==> src/hw/fpr_pkg.sv <==
// Constants, types and register map of the flash protection block
package fpr_pkg;

  // ==========================================================
  // Register map (AXI4-Lite byte addresses)
  localparam logic [3:0] FPR_OFS_PGM = 4'h0;
  localparam logic [3:0] FPR_OFS_DATA = 4'h4;
  localparam logic [3:0] FPR_OFS_STAT = 4'h8;
  localparam logic [1:0] FPR_RESP_OKAY = 2'h0;
  localparam logic [1:0] FPR_RESP_SLVERR = 2'h2;

  // ==========================================================
  // Program-flash protection fields
  localparam int FPR_P_OPEN = 7;
  localparam int FPR_P_RNV = 6;
  localparam int FPR_P_HDIS = 5;
  localparam int FPR_P_HS_HI = 4;
  localparam int FPR_P_HS_LO = 3;
  localparam int FPR_P_LDIS = 2;
  localparam int FPR_P_LS_HI = 1;
  localparam int FPR_P_LS_LO = 0;
  localparam logic [7:0] FPR_PGM_FULL = 8'h7f;
  localparam logic [2:0] FPR_SCEN_NONE = 3'h7;

  // ==========================================================
  // Data-flash protection fields
  localparam int FPR_D_EN_N = 7;
  localparam int FPR_D_SIZE_HI = 3;
  localparam logic [7:0] FPR_DATA_MASK = 8'h8f;
  localparam logic [7:0] FPR_DATA_FULL = 8'h0f;

  // ==========================================================
  // Status register fields
  localparam int FPR_S_VIOL = 0;
  localparam int FPR_S_LOADED = 1;

  // ==========================================================
  // Address windows
  localparam logic [17:0] FPR_PGM_TOP = 18'h3_ffff;
  localparam logic [17:0] FPR_HI_START [4] = '{18'h3_f800, 18'h3_f000, 18'h3_e000, 18'h3_c000};
  localparam logic [17:0] FPR_LO_BASE = 18'h3_8000;
  localparam logic [17:0] FPR_LO_END [4] = '{18'h3_83ff, 18'h3_87ff, 18'h3_8fff, 18'h3_9fff};
  localparam logic [17:0] FPR_DATA_BASE = 18'h0_4400;
  localparam logic [7:0] FPR_DATA_STEP_LOW = 8'hff;
  localparam logic [17:0] FPR_CFG_PGM_ADDR = 18'h3_ff0c;
  localparam logic [17:0] FPR_CFG_DATA_ADDR = 18'h3_ff0d;

  // ==========================================================
  // Allowed scenario transitions, one row per source, bit per target
  localparam logic [7:0] FPR_TRANS [8] = '{8'h0f, 8'h0a, 8'h0c, 8'h08, 8'h18, 8'h3c, 8'h5a, 8'hff};

  // ==========================================================
  // Types
  typedef enum logic [1:0] {FPR_OP_PROGRAM, FPR_OP_SECTOR_ERASE, FPR_OP_BLOCK_ERASE} fpr_op_e;

  typedef struct packed {
    logic [7:0] pgm_byte;
    logic [7:0] data_byte;
    logic pgm_dbf;
    logic data_dbf;
  } fpr_cfg_s;

  typedef struct packed {
    logic is_data;
    fpr_op_e op;
    logic [17:0] addr;
  } fpr_cmd_s;

endpackage : fpr_pkg

==> src/hw/fpr_flash_protection.sv <==
// Flash protection registers, window decode and command check
// Operation
// [RULE1] Bit 5 disables top program window
// [RULE2] High size writable only while disabled
// [RULE3] High size code picks window start
// [RULE4] Bit 2 disables bottom program window
// [RULE5] Low size writable only while disabled
// [RULE6] Low size code picks window end
// [RULE7] Enable one: windows protected, rest writable
// [RULE8] Enable zero: windows unprotected, rest protected
// [RULE9] Program register loaded from configuration at reset
// [RULE10] Illegal scenario write discarded whole
// [RULE11] Scenario transition table limits changes
// [RULE12] Read returns scenario in force
// [RULE13] Data register only grows, enable one-way
// [RULE14] Data enable bit set means unprotected
// [RULE15] Data register loaded from configuration at reset
// [RULE16] Data fault at load gives full protection
// [RULE17] Protected data command flags violation
// [RULE18] Data block erase refused if protected
// [RULE19] Data size field sets protected size
// [RULE20] Software reprograms configuration byte after unprotecting
// [RULE21] Data window from base, 256 bytes step
// [RULE22] Program fault at load gives full protection
// [RULE23] Protected program command flags violation
// [RULE24] Check uses protection state at command start
//
// Implementation choices: the address map and the AXI4-Lite interface to the registers.
`timescale 1ns/1ps
module fpr_flash_protection
  import fpr_pkg::*;
(
  input wire logic aclk,
  input wire logic aresetn,
  input wire logic [3:0] s_axi_awaddr,
  input wire logic s_axi_awvalid,
  output logic s_axi_awready,
  input wire logic [31:0] s_axi_wdata,
  input wire logic [3:0] s_axi_wstrb,
  input wire logic s_axi_wvalid,
  output logic s_axi_wready,
  output logic [1:0] s_axi_bresp,
  output logic s_axi_bvalid,
  input wire logic s_axi_bready,
  input wire logic [3:0] s_axi_araddr,
  input wire logic s_axi_arvalid,
  output logic s_axi_arready,
  output logic [31:0] s_axi_rdata,
  output logic [1:0] s_axi_rresp,
  output logic s_axi_rvalid,
  input wire logic s_axi_rready,
  input wire logic cfg_load_valid,
  input wire fpr_cfg_s cfg_load,
  input wire logic cmd_valid,
  input wire fpr_cmd_s cmd,
  output logic chk_done,
  output logic chk_violation,
  output logic protection_violation_flag
);

  // ==========================================================
  // Decode functions
  function automatic logic fpr_pgm_hit(input logic [7:0] r, input logic [17:0] a);
    logic hi;
    logic lo;
    hi = !r[FPR_P_HDIS] && a >= FPR_HI_START[r[FPR_P_HS_HI:FPR_P_HS_LO]]
         && a <= FPR_PGM_TOP; // [RULE1] [RULE3]
    lo = !r[FPR_P_LDIS] && a >= FPR_LO_BASE
         && a <= FPR_LO_END[r[FPR_P_LS_HI:FPR_P_LS_LO]]; // [RULE4] [RULE6]
    return r[FPR_P_OPEN] ? (hi || lo) : !(hi || lo); // [RULE7] [RULE8]
  endfunction : fpr_pgm_hit

  function automatic logic fpr_data_hit(input logic [7:0] r, input logic [17:0] a);
    logic [17:0] last;
    last = FPR_DATA_BASE + {6'h0, r[FPR_D_SIZE_HI:0], FPR_DATA_STEP_LOW}; // [RULE19] [RULE21]
    return !r[FPR_D_EN_N] && a >= FPR_DATA_BASE && a <= last; // [RULE14]
  endfunction : fpr_data_hit

  function automatic logic [2:0] fpr_scen(input logic [7:0] r);
    return {r[FPR_P_OPEN], r[FPR_P_HDIS], r[FPR_P_LDIS]};
  endfunction : fpr_scen

  // ==========================================================
  // Registers
  logic [7:0] pgm_q;
  logic [7:0] data_q;
  logic loaded_q;
  logic aw_have_q;
  logic w_have_q;
  logic [3:0] awaddr_q;
  logic [7:0] wbyte_q;
  logic wlane_q;
  logic wr_fire;
  logic load_fire;
  logic [7:0] pgm_d;
  logic pgm_ok;
  logic [7:0] data_d;
  logic data_ok;
  logic cmd_hit;

  assign wr_fire = aw_have_q && w_have_q && !s_axi_bvalid;
  assign load_fire = cfg_load_valid && !loaded_q;

  // Size fields only take new data while their window is off
  always_comb
  begin
    pgm_d = pgm_q;
    pgm_d[FPR_P_OPEN] = wbyte_q[FPR_P_OPEN];
    pgm_d[FPR_P_HDIS] = wbyte_q[FPR_P_HDIS];
    pgm_d[FPR_P_LDIS] = wbyte_q[FPR_P_LDIS];
    if (pgm_q[FPR_P_HDIS])
    begin
      pgm_d[FPR_P_HS_HI:FPR_P_HS_LO] = wbyte_q[FPR_P_HS_HI:FPR_P_HS_LO]; // [RULE2]
    end
    if (pgm_q[FPR_P_LDIS])
    begin
      pgm_d[FPR_P_LS_HI:FPR_P_LS_LO] = wbyte_q[FPR_P_LS_HI:FPR_P_LS_LO]; // [RULE5]
    end
    pgm_ok = FPR_TRANS[fpr_scen(pgm_q)][fpr_scen(pgm_d)]; // [RULE11]
  end

  // Data protection may only grow; enable bit only drops
  always_comb
  begin
    data_d = wbyte_q & FPR_DATA_MASK;
    data_ok = !(data_d[FPR_D_EN_N] && !data_q[FPR_D_EN_N])
              && ((data_d[FPR_D_SIZE_HI:0] > data_q[FPR_D_SIZE_HI:0])
              || (data_d[FPR_D_SIZE_HI:0] == data_q[FPR_D_SIZE_HI:0]
              && data_q[FPR_D_EN_N] && !data_d[FPR_D_EN_N])); // [RULE13]
  end

  // Program-flash protection register
  always_ff @(posedge aclk)
  begin
    if (!aresetn)
    begin
      pgm_q <= FPR_PGM_FULL;
    end
    else if (load_fire)
    begin
      pgm_q <= cfg_load.pgm_dbf ? FPR_PGM_FULL : cfg_load.pgm_byte; // [RULE9] [RULE22]
    end
    else if (wr_fire && loaded_q && wlane_q && awaddr_q == FPR_OFS_PGM && pgm_ok)
    begin
      pgm_q <= pgm_d; // [RULE10]
    end
  end

  // Data-flash protection register
  always_ff @(posedge aclk)
  begin
    if (!aresetn)
    begin
      data_q <= FPR_DATA_FULL;
    end
    else if (load_fire)
    begin
      data_q <= cfg_load.data_dbf ? FPR_DATA_FULL
                : (cfg_load.data_byte & FPR_DATA_MASK); // [RULE15] [RULE16]
    end
    else if (wr_fire && loaded_q && wlane_q && awaddr_q == FPR_OFS_DATA && data_ok)
    begin
      data_q <= data_d; // [RULE13]
    end
  end

  always_ff @(posedge aclk)
  begin
    if (!aresetn)
    begin
      loaded_q <= 1'b0;
    end
    else if (load_fire)
    begin
      loaded_q <= 1'b1;
    end
  end

  // ==========================================================
  // Command check
  always_comb
  begin
    if (cmd.op == FPR_OP_BLOCK_ERASE)
    begin
      cmd_hit = cmd.is_data ? !data_q[FPR_D_EN_N]
                : (fpr_scen(pgm_q) != FPR_SCEN_NONE); // [RULE18] [RULE23]
    end
    else
    begin
      cmd_hit = cmd.is_data ? fpr_data_hit(data_q, cmd.addr)
                : fpr_pgm_hit(pgm_q, cmd.addr); // [RULE17] [RULE23] [RULE24]
    end
  end

  always_ff @(posedge aclk)
  begin
    if (!aresetn)
    begin
      chk_done <= 1'b0;
      chk_violation <= 1'b0;
    end
    else
    begin
      chk_done <= cmd_valid;
      chk_violation <= cmd_valid && cmd_hit;
    end
  end

  // Sticky flag; a new hit wins over a clear
  always_ff @(posedge aclk)
  begin
    if (!aresetn)
    begin
      protection_violation_flag <= 1'b0;
    end
    else if (cmd_valid && cmd_hit)
    begin
      protection_violation_flag <= 1'b1; // [RULE17]
    end
    else if (wr_fire && wlane_q && awaddr_q == FPR_OFS_STAT && wbyte_q[FPR_S_VIOL])
    begin
      protection_violation_flag <= 1'b0;
    end
  end

  // ==========================================================
  // AXI4-Lite write channel
  always_ff @(posedge aclk)
  begin
    if (!aresetn)
    begin
      aw_have_q <= 1'b0;
      awaddr_q <= 4'h0;
      s_axi_awready <= 1'b1;
    end
    else if (s_axi_awvalid && s_axi_awready)
    begin
      aw_have_q <= 1'b1;
      awaddr_q <= s_axi_awaddr;
      s_axi_awready <= 1'b0;
    end
    else if (wr_fire)
    begin
      aw_have_q <= 1'b0;
    end
    else if (s_axi_bvalid && s_axi_bready)
    begin
      s_axi_awready <= 1'b1;
    end
  end

  always_ff @(posedge aclk)
  begin
    if (!aresetn)
    begin
      w_have_q <= 1'b0;
      wbyte_q <= 8'h00;
      wlane_q <= 1'b0;
      s_axi_wready <= 1'b1;
    end
    else if (s_axi_wvalid && s_axi_wready)
    begin
      w_have_q <= 1'b1;
      wbyte_q <= s_axi_wdata[7:0];
      wlane_q <= s_axi_wstrb[0];
      s_axi_wready <= 1'b0;
    end
    else if (wr_fire)
    begin
      w_have_q <= 1'b0;
    end
    else if (s_axi_bvalid && s_axi_bready)
    begin
      s_axi_wready <= 1'b1;
    end
  end

  always_ff @(posedge aclk)
  begin
    if (!aresetn)
    begin
      s_axi_bvalid <= 1'b0;
      s_axi_bresp <= FPR_RESP_OKAY;
    end
    else if (wr_fire)
    begin
      s_axi_bvalid <= 1'b1;
      s_axi_bresp <= (awaddr_q == FPR_OFS_PGM || awaddr_q == FPR_OFS_DATA
                      || awaddr_q == FPR_OFS_STAT) ? FPR_RESP_OKAY : FPR_RESP_SLVERR;
    end
    else if (s_axi_bready)
    begin
      s_axi_bvalid <= 1'b0;
    end
  end

  // ==========================================================
  // AXI4-Lite read channel
  always_ff @(posedge aclk)
  begin
    if (!aresetn)
    begin
      s_axi_arready <= 1'b1;
      s_axi_rvalid <= 1'b0;
      s_axi_rdata <= 32'h0000_0000;
      s_axi_rresp <= FPR_RESP_OKAY;
    end
    else if (s_axi_arvalid && s_axi_arready)
    begin
      s_axi_arready <= 1'b0;
      s_axi_rvalid <= 1'b1;
      s_axi_rresp <= FPR_RESP_OKAY;
      unique case (s_axi_araddr)
        FPR_OFS_PGM: s_axi_rdata <= {24'h00_0000, pgm_q}; // [RULE12]
        FPR_OFS_DATA: s_axi_rdata <= {24'h00_0000, data_q};
        FPR_OFS_STAT: s_axi_rdata <= {30'h0000_0000, loaded_q, protection_violation_flag};
        default:
        begin
          s_axi_rdata <= 32'h0000_0000;
          s_axi_rresp <= FPR_RESP_SLVERR;
        end
      endcase
    end
    else if (s_axi_rvalid && s_axi_rready)
    begin
      s_axi_rvalid <= 1'b0;
      s_axi_arready <= 1'b1;
    end
  end
endmodule : fpr_flash_protection

==> config.mk <==
export PLATFORM = sky130hd
export DESIGN_NAME = fpr_flash_protection
export DESIGN_NICKNAME = d
export VERILOG_FILES = /design/src/hw/fpr_pkg.sv /design/src/hw/fpr_flash_protection.sv
export SDC_FILE = /design/constraint.sdc
export NUM_CORES = 1
export LEC_CHECK = 0
export ABC_AREA = 1
export BUFFER_PORTS_ARGS = -buffer_cell sky130_fd_sc_hd__buf_2
export CAP_MARGIN = 20
export CORE_MARGIN = 2
export CORE_UTILIZATION = 51
export CTS_CLUSTER_SIZE = 16
export DETAILED_ROUTE_END_ITERATION = 8
export HOLD_SLACK_MARGIN = 0.15
export PLACE_DENSITY = 0.93
export SYNTH_ARGS = -nofsm -noshare
export SYNTH_HDL_FRONTEND = slang
export SYNTH_SLANG_ARGS = --single-unit
==> constraint.sdc <==
create_clock -name aclk -period 4.8 [get_ports aclk]
set_input_delay 1.44 -clock aclk [delete_from_list [all_inputs] [get_ports aclk]]
set_output_delay 1.44 -clock aclk [all_outputs]
set_load 0.03 [all_outputs]
# Word-level counts from Yosys, hierarchy flattened
# Memories as Yosys holds them, arrays and structs flattened.
# Index checks and enable logic that the tools add are counted.
# word_totals
elab_cells,145
rom_bits,64
out_inout_bits,44
n_memories,1
register_bits,76
# op_classes
muxes,40
add_sub_neg,1
reduce_logical,58
bitwise_logic,3
eq_ne,9
magnitude_cmp,11
# memory_table
name,depth,word_bits,rd,rd_ports_with_merged_regs,wr,line,source
(no name shown),8,8,1,0,0,fpr_flash_protection.sv:119,pgm_ok = FPR_TRANS[fpr_scen(pgm_q)][fpr_scen(pgm_d)];
# op_table
operator,n
18-bit binary-select mux with 2-bit select,2
18-bit two-way mux,4
8-bit two-way mux,8
1-bit logical AND,28
8-bit one-hot mux with 3 select lines,1
2-bit nonzero test,11
1-bit two-way mux,20
"18-bit by 15-bit >= comparator with 1-bit output, second input constant",1
18-bit >= comparator,1
"18-bit >= comparator, second input constant",1
18-bit by 16-bit <= comparator with 1-bit output,1
18-bit <= comparator,1
"18-bit <= comparator, second input constant",1
"15-bit by 12-bit adder with 16-bit output, first input constant",1
"4-bit by 3-bit equality test with 1-bit output, second input constant",2
"4-bit equality test, second input constant",2
1-bit zero test,8
4-bit zero test,2
2-bit two-way mux,4
2-bit AND reduction,4
"3-bit >= comparator, second input constant",2
2-bit NOT with 3-bit output,2
4-bit equality test,1
"4-bit >= comparator, second input constant",1
other kinds (9),13

# Depth between registers and ports, before layout
# Gate-level depths: netlist of run 1.
# logic_depth
word_depth,14
ltp_mapped,17
mapped_depth_nobuf,17

# Worst setup path after synthesis of run 1
# No wires, ideal clock.
# synth_timing
kind,input port to flip-flop
startpoint,input port cmd[13] (netlist bit)
endpoint,register protection_violation_flag
stages,13
slack_ps,2260
t_arrival_ps,2426
setup_ps,114
path_cell_list,ha_1 nand2_1 inv_1 nor3_1 nand2_1 nand2_1 nand2_1 nand2_1 nand3_1 nand2_1 nand2_1 nand2_1 nand2_1
# synth_via
elab_chain_len,10
elab_cells_between_ends,20
cone_classes,order compare (6); mux (4); reduce/logical (10)
# synth_lines
item,line,source
start: declaration,fpr_flash_protection.sv:55,"input wire fpr_cmd_s cmd,"
18-bit >= comparator (on tied branches),"fpr_flash_protection.sv:66, fpr_flash_protection.sv:68",
1-bit logical AND (on tied branches),"fpr_flash_protection.sv:66, fpr_flash_protection.sv:68",
1-bit logical AND (on tied branches),"fpr_flash_protection.sv:67, fpr_flash_protection.sv:69",
1-bit logical OR,fpr_flash_protection.sv:70,return r[FPR_P_OPEN] ? (hi || lo) : !(hi || lo);
1-bit zero test,fpr_flash_protection.sv:70,
1-bit two-way mux,fpr_flash_protection.sv:70,
1-bit two-way mux (*),fpr_flash_protection.sv:190,"cmd_hit = cmd.is_data ? fpr_data_hit(data_q, cmd.addr)"
1-bit two-way mux (*),fpr_flash_protection.sv:183,if (cmd.op == FPR_OP_BLOCK_ERASE)
1-bit logical AND (*),fpr_flash_protection.sv:216,else if (cmd_valid && cmd_hit)
1-bit two-way mux or 2-bit nonzero test (tied branches),n/a,
end signal: assignment,fpr_flash_protection.sv:214,protection_violation_flag <= 1'b0;
end signal: assignment,fpr_flash_protection.sv:218,protection_violation_flag <= 1'b1;
end signal: assignment,fpr_flash_protection.sv:222,protection_violation_flag <= 1'b0;
end: declaration,fpr_flash_protection.sv:58,output logic protection_violation_flag
# Every way passes the cells marked *; elsewhere a longest branch is shown, timed or not.
# A chain may end at the register's enable or synchronous reset.

# Final worst setup path of run 1
# Ends and elaborated chain as after synthesis.

==> metrics.cfg, run 1 <==
[grt]
met3_usage = 0.04773
grt.busiest_layer = met2
use_met2 = 0.4085
grt_max_degree = 35
grt_pass1_wl_mm = 10.94
grt_overflow = 0
antenna_found_initial = 0
use_met1 = 0.2326
grt_pass1_vias = 2712
track_usage = 0.2156

[route]
vias = 2960
drtIter0Drc = 199
wl_per_cell_um = 11.86
drtAntennaViolNets = 0
wirelength_mm = 6.831
drc = 0
dr.pass1.iters = 5
viasPerCell = 5.139

[final_layout]
nNetsFinal = 613
fillers = 481
syn_to_final_growth_pct = 16.02
drive_gt1_frac = 0.1984
multi_input_area_um2 = 1599
n_antenna_cell = 0
fin_area_um2 = 3334
seq_area_um2 = 920.9
final_core_util = 0.6093

[cts]
ctsHoldBuffers = 0
cts_buffer_depth = 2
path_clk_slew_ps = 90
h-tree-depth = 2
post-cts-setup-buffer-count = 0
post_cts_resized = 0
clockRootBuffer = clkbuf_8
cts_tree = done
clock_sinks = 46
cts_made_buffers = 5
clk_latency_ps = 300

[sta]
relSlewSlack = 0.6257
fin_crit_sh = 0.5327
rsz0062_at_grt = no
finalSetupTns_ps = 0
clock_skew_ps = 6.077
clock.fmax_ghz = 0.3911
finalHoldViolCount = 0
min_period_ps = 2557
worstMarginPinSlew_ps = 561.5
setup_violations = 0
slew_viol_final = 0

[floorplanning]
start_util = 0.5251
dieArea_um2 = 6252
rows = 27
chipWidth_um = 79.07
core_um2 = 5473
die_h_um = 79.07
pin_count = 136

[yosys]
synthCells = 427
syn_area_um2 = 2874
synth-edff-count = 0
synthMostInstantiatedCell = nand2_1
synth_top_area_share = 0.3204
ys_ff_latch = 46
yosysTopAreaCell = dfxtp_1
yosys-top-cells-count = nand2_1 (86), inv_1 (50), nor2_1 (49), dfxtp_1 (46), o21ai_0 (37)
async_flop_share = 0
ys.flop_type = dfxtp_1
yosysSeqAreaShare = 0.3204
ys_types = 36
synth_warnings = 0
yosys-top-cells-area = dfxtp_1 (32%), nand2_1 (11%), ha_1 (7.8%)
syn_area_per_cell_um2 = 6.731

[min_path]
min_from = s_axi_rdata[1]$_SDFFE_PN0P_
hold_path.class = reg -> reg
hold_path_end = s_axi_rdata[1]$_SDFFE_PN0P_
whs_path_depth = 2

[setup_path]
critPathMaxStageDelay_ps = 310
worstPathMaxFanout = 5
reg2reg_from = data_q[2]$_SDFFE_PN1P_
startpoint_type = input port
cp_slowest_cell = ha_1
crit_required_ps = 5000
r2r_cells = 14
cp.arrival_ps = 2750
rrSetupSlack_ps = 2920
cpMostUsedCell = nand2_1
path_buf_inv = 2
endpoint_kind = flop
cp_top_family = simple AND/OR/NAND/NOR gates
worst_r2r_endpoint = protection_violation_flag$_SDFFE_PN0P_
worstPathCellList = buf_2, ha_1, nand2_1, inv_1, nor3_1, nand2_1, nand2_1, nand2_1, nand2_1, nand3_1, nand2_1, nand2_1, nand2_1, nand2_1
critical_path_class = in -> reg

[placement]
io_buffers = 78
dp_hpwl_mm = 5.330
place_area_um2 = 3226
place_congestion = 0.9066

[pwr]
peakVddDrop_mv = 0.2267
p_leak_nw = 1.765
power.density_nw_per_um2 = 287.3

[job]
cap_violations = 0

[run_status]
status = finished clean

==> worst min-delay path, cell delays in order, from the launching register on <==
cell	delay, ps
dfxtp_1	320
nand2_1	60
a21oi_1	50
==> through the flow <==
| step | instances | hold WS [ps] | power, mW | setup slack [ps] |
|---|---|---|---|---|
| after floorplan | 452 | 424.5 | 0.6233 | 2260 |
| after global placement | 568 | 440.8 | 0.6695 | 2017 |
| after detailed placement | 568 | 454.3 | 0.6797 | 1963 |
| after CTS | 576 | 467.1 | 0.9574 | 2256 |
| after global routing | 576 | 484.5 | 1.006 | 2129 |
| final | 576 | 464.8 | 0.9580 | 2243 |
==> cell usage in the layout (no fill, tap or decap) <==
cell,Yosys,final
a21oi_1,33,33
inv_2,1,1
nor2_1,49,49
nor3b_1,1,1
nand2_4,2,2
nand2_1,86,86
nand3b_1,1,1
o21a_1,2,2
nand3_1,31,31
nor3_1,4,4
o21ai_2,1,1
conb_1,1,26
buf_2,1,78
nor3_2,1,1
nand3_2,1,1
buf_4,26,1
nand4_1,7,7
ha_1,18,18
bufinv_16,0,1
clkbuf_8,0,5
a21oi_2,1,1
nor4_1,1,1
o21ai_1,3,3
bufinv_8,1,1
clkinv_1,1,1
o21bai_1,1,1
dfxtp_1,46,46
nand2_2,2,2
inv_1,50,50
o21ai_0,37,37
o22ai_1,3,3
nor3b_2,1,1
clkinv_2,1,3
o221ai_1,1,1
o211ai_1,2,2
a21boi_0,1,1
or2_2,1,1
==> layout make-up <==
class                           instances  area share
Timing Repair Buffer                   79      0.1193
Multi-Input combinational cell        317      0.4795
Clock inverter                          3     0.01201
Sequential cell                        46      0.2762
Inverter                               54     0.06529
Tap cell                               72     0.02702
Clock buffer                            5     0.02064
==> report_power, final <==
group | switching (mW) | leakage [nW] | internal (mW) | total, mW
clock | 0.132 | 0.0579 | 0.153 | 0.285
sequential | 0.0227 | 0.380 | 0.412 | 0.435
combinational | 0.159 | 1.33 | 0.0793 | 0.238
total | 0.313 | 1.77 | 0.645 | 0.958
==> worst max path at each step <==
| stage | startpoint | endpoint | slack (ps) | depth (start not counted) |
|---|---|---|---|---|
| CTS | cmd[13] | protection_violation_flag$_SDFFE_PN0P_ | 2260 | 14 |
| floorplan | cmd[13] | protection_violation_flag$_SDFFE_PN0P_ | 2260 | 13 |
| global route | cmd[11] | protection_violation_flag$_SDFFE_PN0P_ | 2130 | 16 |
| global placement | cmd[13] | protection_violation_flag$_SDFFE_PN0P_ | 2020 | 14 |
| detailed placement | cmd[13] | protection_violation_flag$_SDFFE_PN0P_ | 1960 | 14 |
| finish | cmd[13] | protection_violation_flag$_SDFFE_PN0P_ | 2240 | 14 |
==> state kept, by name (all words and copies together) (netlist names) <==
| name | flops |
|---|---|
| aw_have_q | 1 |
| awaddr_q | 4 |
| chk_done | 1 |
| chk_violation | 1 |
| data_q | 5 |
| loaded_q | 1 |
| pgm_q | 8 |
| protection_violation_flag | 1 |
| s_axi_arready | 1 |
| s_axi_awready | 1 |
| s_axi_bresp | 1 |
| s_axi_bvalid | 1 |
| s_axi_rdata | 8 |
| s_axi_rresp | 1 |
| s_axi_rvalid | 1 |
| s_axi_wready | 1 |
| w_have_q | 1 |
| wbyte_q | 7 |
| wlane_q | 1 |
==> metal layers <==
| layer | up-vias | routed length [um] | part of all wire |
|---|---|---|---|
| met2 | 142 | 3324 | 0.49 |
| met3 | 20 | 597 | 0.087 |
| met4 | 0 | 183 | 0.027 |
| met1 | 1307 | 2725 | 0.40 |
| li1 | 1491 | - | - |
| met5 | - | 0 | 0 |
==> logic make-up after synthesis <==
logic type / Yosys count / synth area share
flops: 46 / 0.3204
compound gates: 85 / 0.1585
buf+inv: 89 / 0.1559
fa+ha+maj: 18 / 0.07836
other cells: 1 / 0.001305
simple gates: 188 / 0.2856
Note: power is estimated with default switching activity, not from simulation.
==> inputs of run 2 (changes only) <==
--- a/config.mk
+++ b/config.mk
@@ -9,11 +9,11 @@
 export BUFFER_PORTS_ARGS = -buffer_cell sky130_fd_sc_hd__buf_2
 export CAP_MARGIN = 20
 export CORE_MARGIN = 2
-export CORE_UTILIZATION = 51
+export CORE_UTILIZATION = 42
 export CTS_CLUSTER_SIZE = 16
 export DETAILED_ROUTE_END_ITERATION = 8
 export HOLD_SLACK_MARGIN = 0.15
-export PLACE_DENSITY = 0.93
+export PLACE_DENSITY = 0.82
 export SYNTH_ARGS = -nofsm -noshare
 export SYNTH_HDL_FRONTEND = slang
 export SYNTH_SLANG_ARGS = --single-unit
==> constraint.sdc (replaced) <==
create_clock -name aclk -period 2.1 [get_ports aclk]
set_input_delay 0.63 -clock aclk [delete_from_list [all_inputs] [get_ports aclk]]
set_output_delay 0.63 -clock aclk [all_outputs]
set_load 0.03 [all_outputs]
==> metrics.cfg, run 2 (same netlist as run 1, synthesis figures left out) <==
[run_status]
status = finished clean

[setup_path]
cp-startpoint = data_q[2]$_SDFFE_PN1P_
reg2reg_from = data_q[2]$_SDFFE_PN1P_
endpoint_kind = flop
critical_path_class = reg -> reg
startpoint_type = flop
rrSetupSlack_ps = 230
cp.arrival_ps = 2070
worst_r2r_endpoint = protection_violation_flag$_SDFFE_PN0P_
crit_required_ps = 2300
crit_path_end = protection_violation_flag$_SDFFE_PN0P_
worstPathMaxFanout = 4
r2r_cells = 14

[cts]
cts_buffer_depth = 2
path_clk_slew_ps = 90
post-cts-setup-buffer-count = 0
clock_sinks = 46
clk_latency_ps = 310
cts_made_buffers = 5
ctsHoldBuffers = 0
post_cts_resized = 0
clockRootBuffer = clkbuf_8
cts_tree = done
h-tree-depth = 2

[min_path]
hold_path.class = reg -> reg

[route]
dr.pass1.iters = 4
drtIter0Drc = 151
drc = 0
drtAntennaViolNets = 0
wirelength_mm = 7.133
viasPerCell = 5.039
vias = 2953
wl_per_cell_um = 12.17

[sta]
min_period_ps = 1871
finalHoldViolCount = 0
rsz0062_at_grt = no
clock.fmax_ghz = 0.5343
timing.hold.ws_ps = 469.6
setup_violations = 0
finalSetupTns_ps = 0
fin_crit_sh = 0.8912
slew_viol_final = 0
finalWorstSetupSlack_ps = 228.6
clock_skew_ps = 12.07

[final_layout]
final_cell_mix = nand2_1 (86), buf_2 (78), inv_1 (50)
fin_area_um2 = 3341
syn_to_final_growth_pct = 16.24
n_antenna_cell = 0
final_common_cell = nand2_1
drive_gt1_frac = 0.2016
reg_top3 = pgm_q x8, s_axi_rdata x8, wbyte_q x7
nNetsFinal = 615

[pwr]
share_comb_of_total_power = 0.263
p_clk_frac = 0.263
peakVddDrop_mv = 0.4458
p_switching_mw = 0.7376
power.density_nw_per_um2 = 627.9
p_int_mw = 1.360
p_leak_nw = 1.761
p_seq_frac = 0.474
switching_share = 0.3516
p_total_mw = 2.098

[grt]
grt_pass1_vias = 2737
grt_max_degree = 22
grt_overflow = 0
track_usage = 0.1940
grt_pass1_wl_mm = 11.76
antenna_found_initial = 0

[floorplanning]
core_um2 = 6719
rows = 30
pin_count = 136
start_util = 0.4277
die_h_um = 86.72
dieArea_um2 = 7520
chipWidth_um = 86.72

[placement]
place_congestion = 0.9180
place_ws_ps = 23.37
dp_hpwl_mm = 5.759
io_buffers = 78
place_area_um2 = 3251

[job]
cap_violations = 0

[run 2: cell types whose count changed in the layout (fill, tap and decap cells not counted), sizes merged]
cell	delta
buf	+2
bufinv	-1
clkinvlp	+1
[run 2: metal layers]
layer | GRT usage | part of all wire
met5 | 0 | 0
met4 | 0.07528 | 0.023
met3 | 0.03429 | 0.070
met2 | 0.3483 | 0.49
met1 | 0.2281 | 0.42
[run 2: worst min path at each step]
stage	from	cells past startpoint	end
after detailed placement	pgm_q[6]$_SDFFE_PN1P_	2	s_axi_rdata[6]$_SDFFE_PN0P_
after global placement	wbyte_q[4]$_SDFFE_PN0P_	2	wbyte_q[4]$_SDFFE_PN0P_
after CTS	s_axi_rdata[1]$_SDFFE_PN0P_	2	s_axi_rdata[1]$_SDFFE_PN0P_
after floorplan	wbyte_q[4]$_SDFFE_PN0P_	2	wbyte_q[4]$_SDFFE_PN0P_
final	wbyte_q[4]$_SDFFE_PN0P_	2	wbyte_q[4]$_SDFFE_PN0P_
after global routing	s_axi_rdata[2]$_SDFFE_PN0P_	2	s_axi_rdata[2]$_SDFFE_PN0P_
[run 2: layout make-up]
| cell class | count | area [um2] |
|---|---|---|
| multi-input combinational | 317 | 1599 |
| clock buffer | 5 | 68.82 |
| inverter | 54 | 217.7 |
| timing repair buffer | 81 | 412.9 |
| sequential | 46 | 920.9 |
| tap | 80 | 100.1 |
| clock inverter | 3 | 21.27 |
| fill | 684 | 3378 |
[run 2: critical path, cell delays in order (launching register included)]
cell and delay [ps]:
dfxtp_1 350, ha_1 280, inv_1 40, ha_1 290, nand2_1 70, o21ai_0 160
nand2_1 70, nand2_1 60, nand2_1 40, nand2_1 100, nand2_1 60, nand2_1 70
nand2_1 60, nand2_1 70, nand2_1 60
[run 2: metrics by stage]
step | util | instances
6_report | 0.4972 | 586
5_1_grt | 0.4972 | 586
4_1_cts | 0.4972 | 586
3_5_place_dp | 0.4838 | 578
3_3_place_gp | 0.4838 | 578
2_1_floorplan | - | 452
[run 2: power groups by stage]
stage / Combinational, mW / Sequential (mW) / Clock, mW
global placement: 0.528 / 1.01 / 0
floorplan: 0.378 / 1.05 / 0
detailed placement: 0.548 / 1.01 / 0
CTS: 0.551 / 0.993 / 0.552
global route: 0.623 / 1.00 / 0.592
finish: 0.551 / 0.995 / 0.552
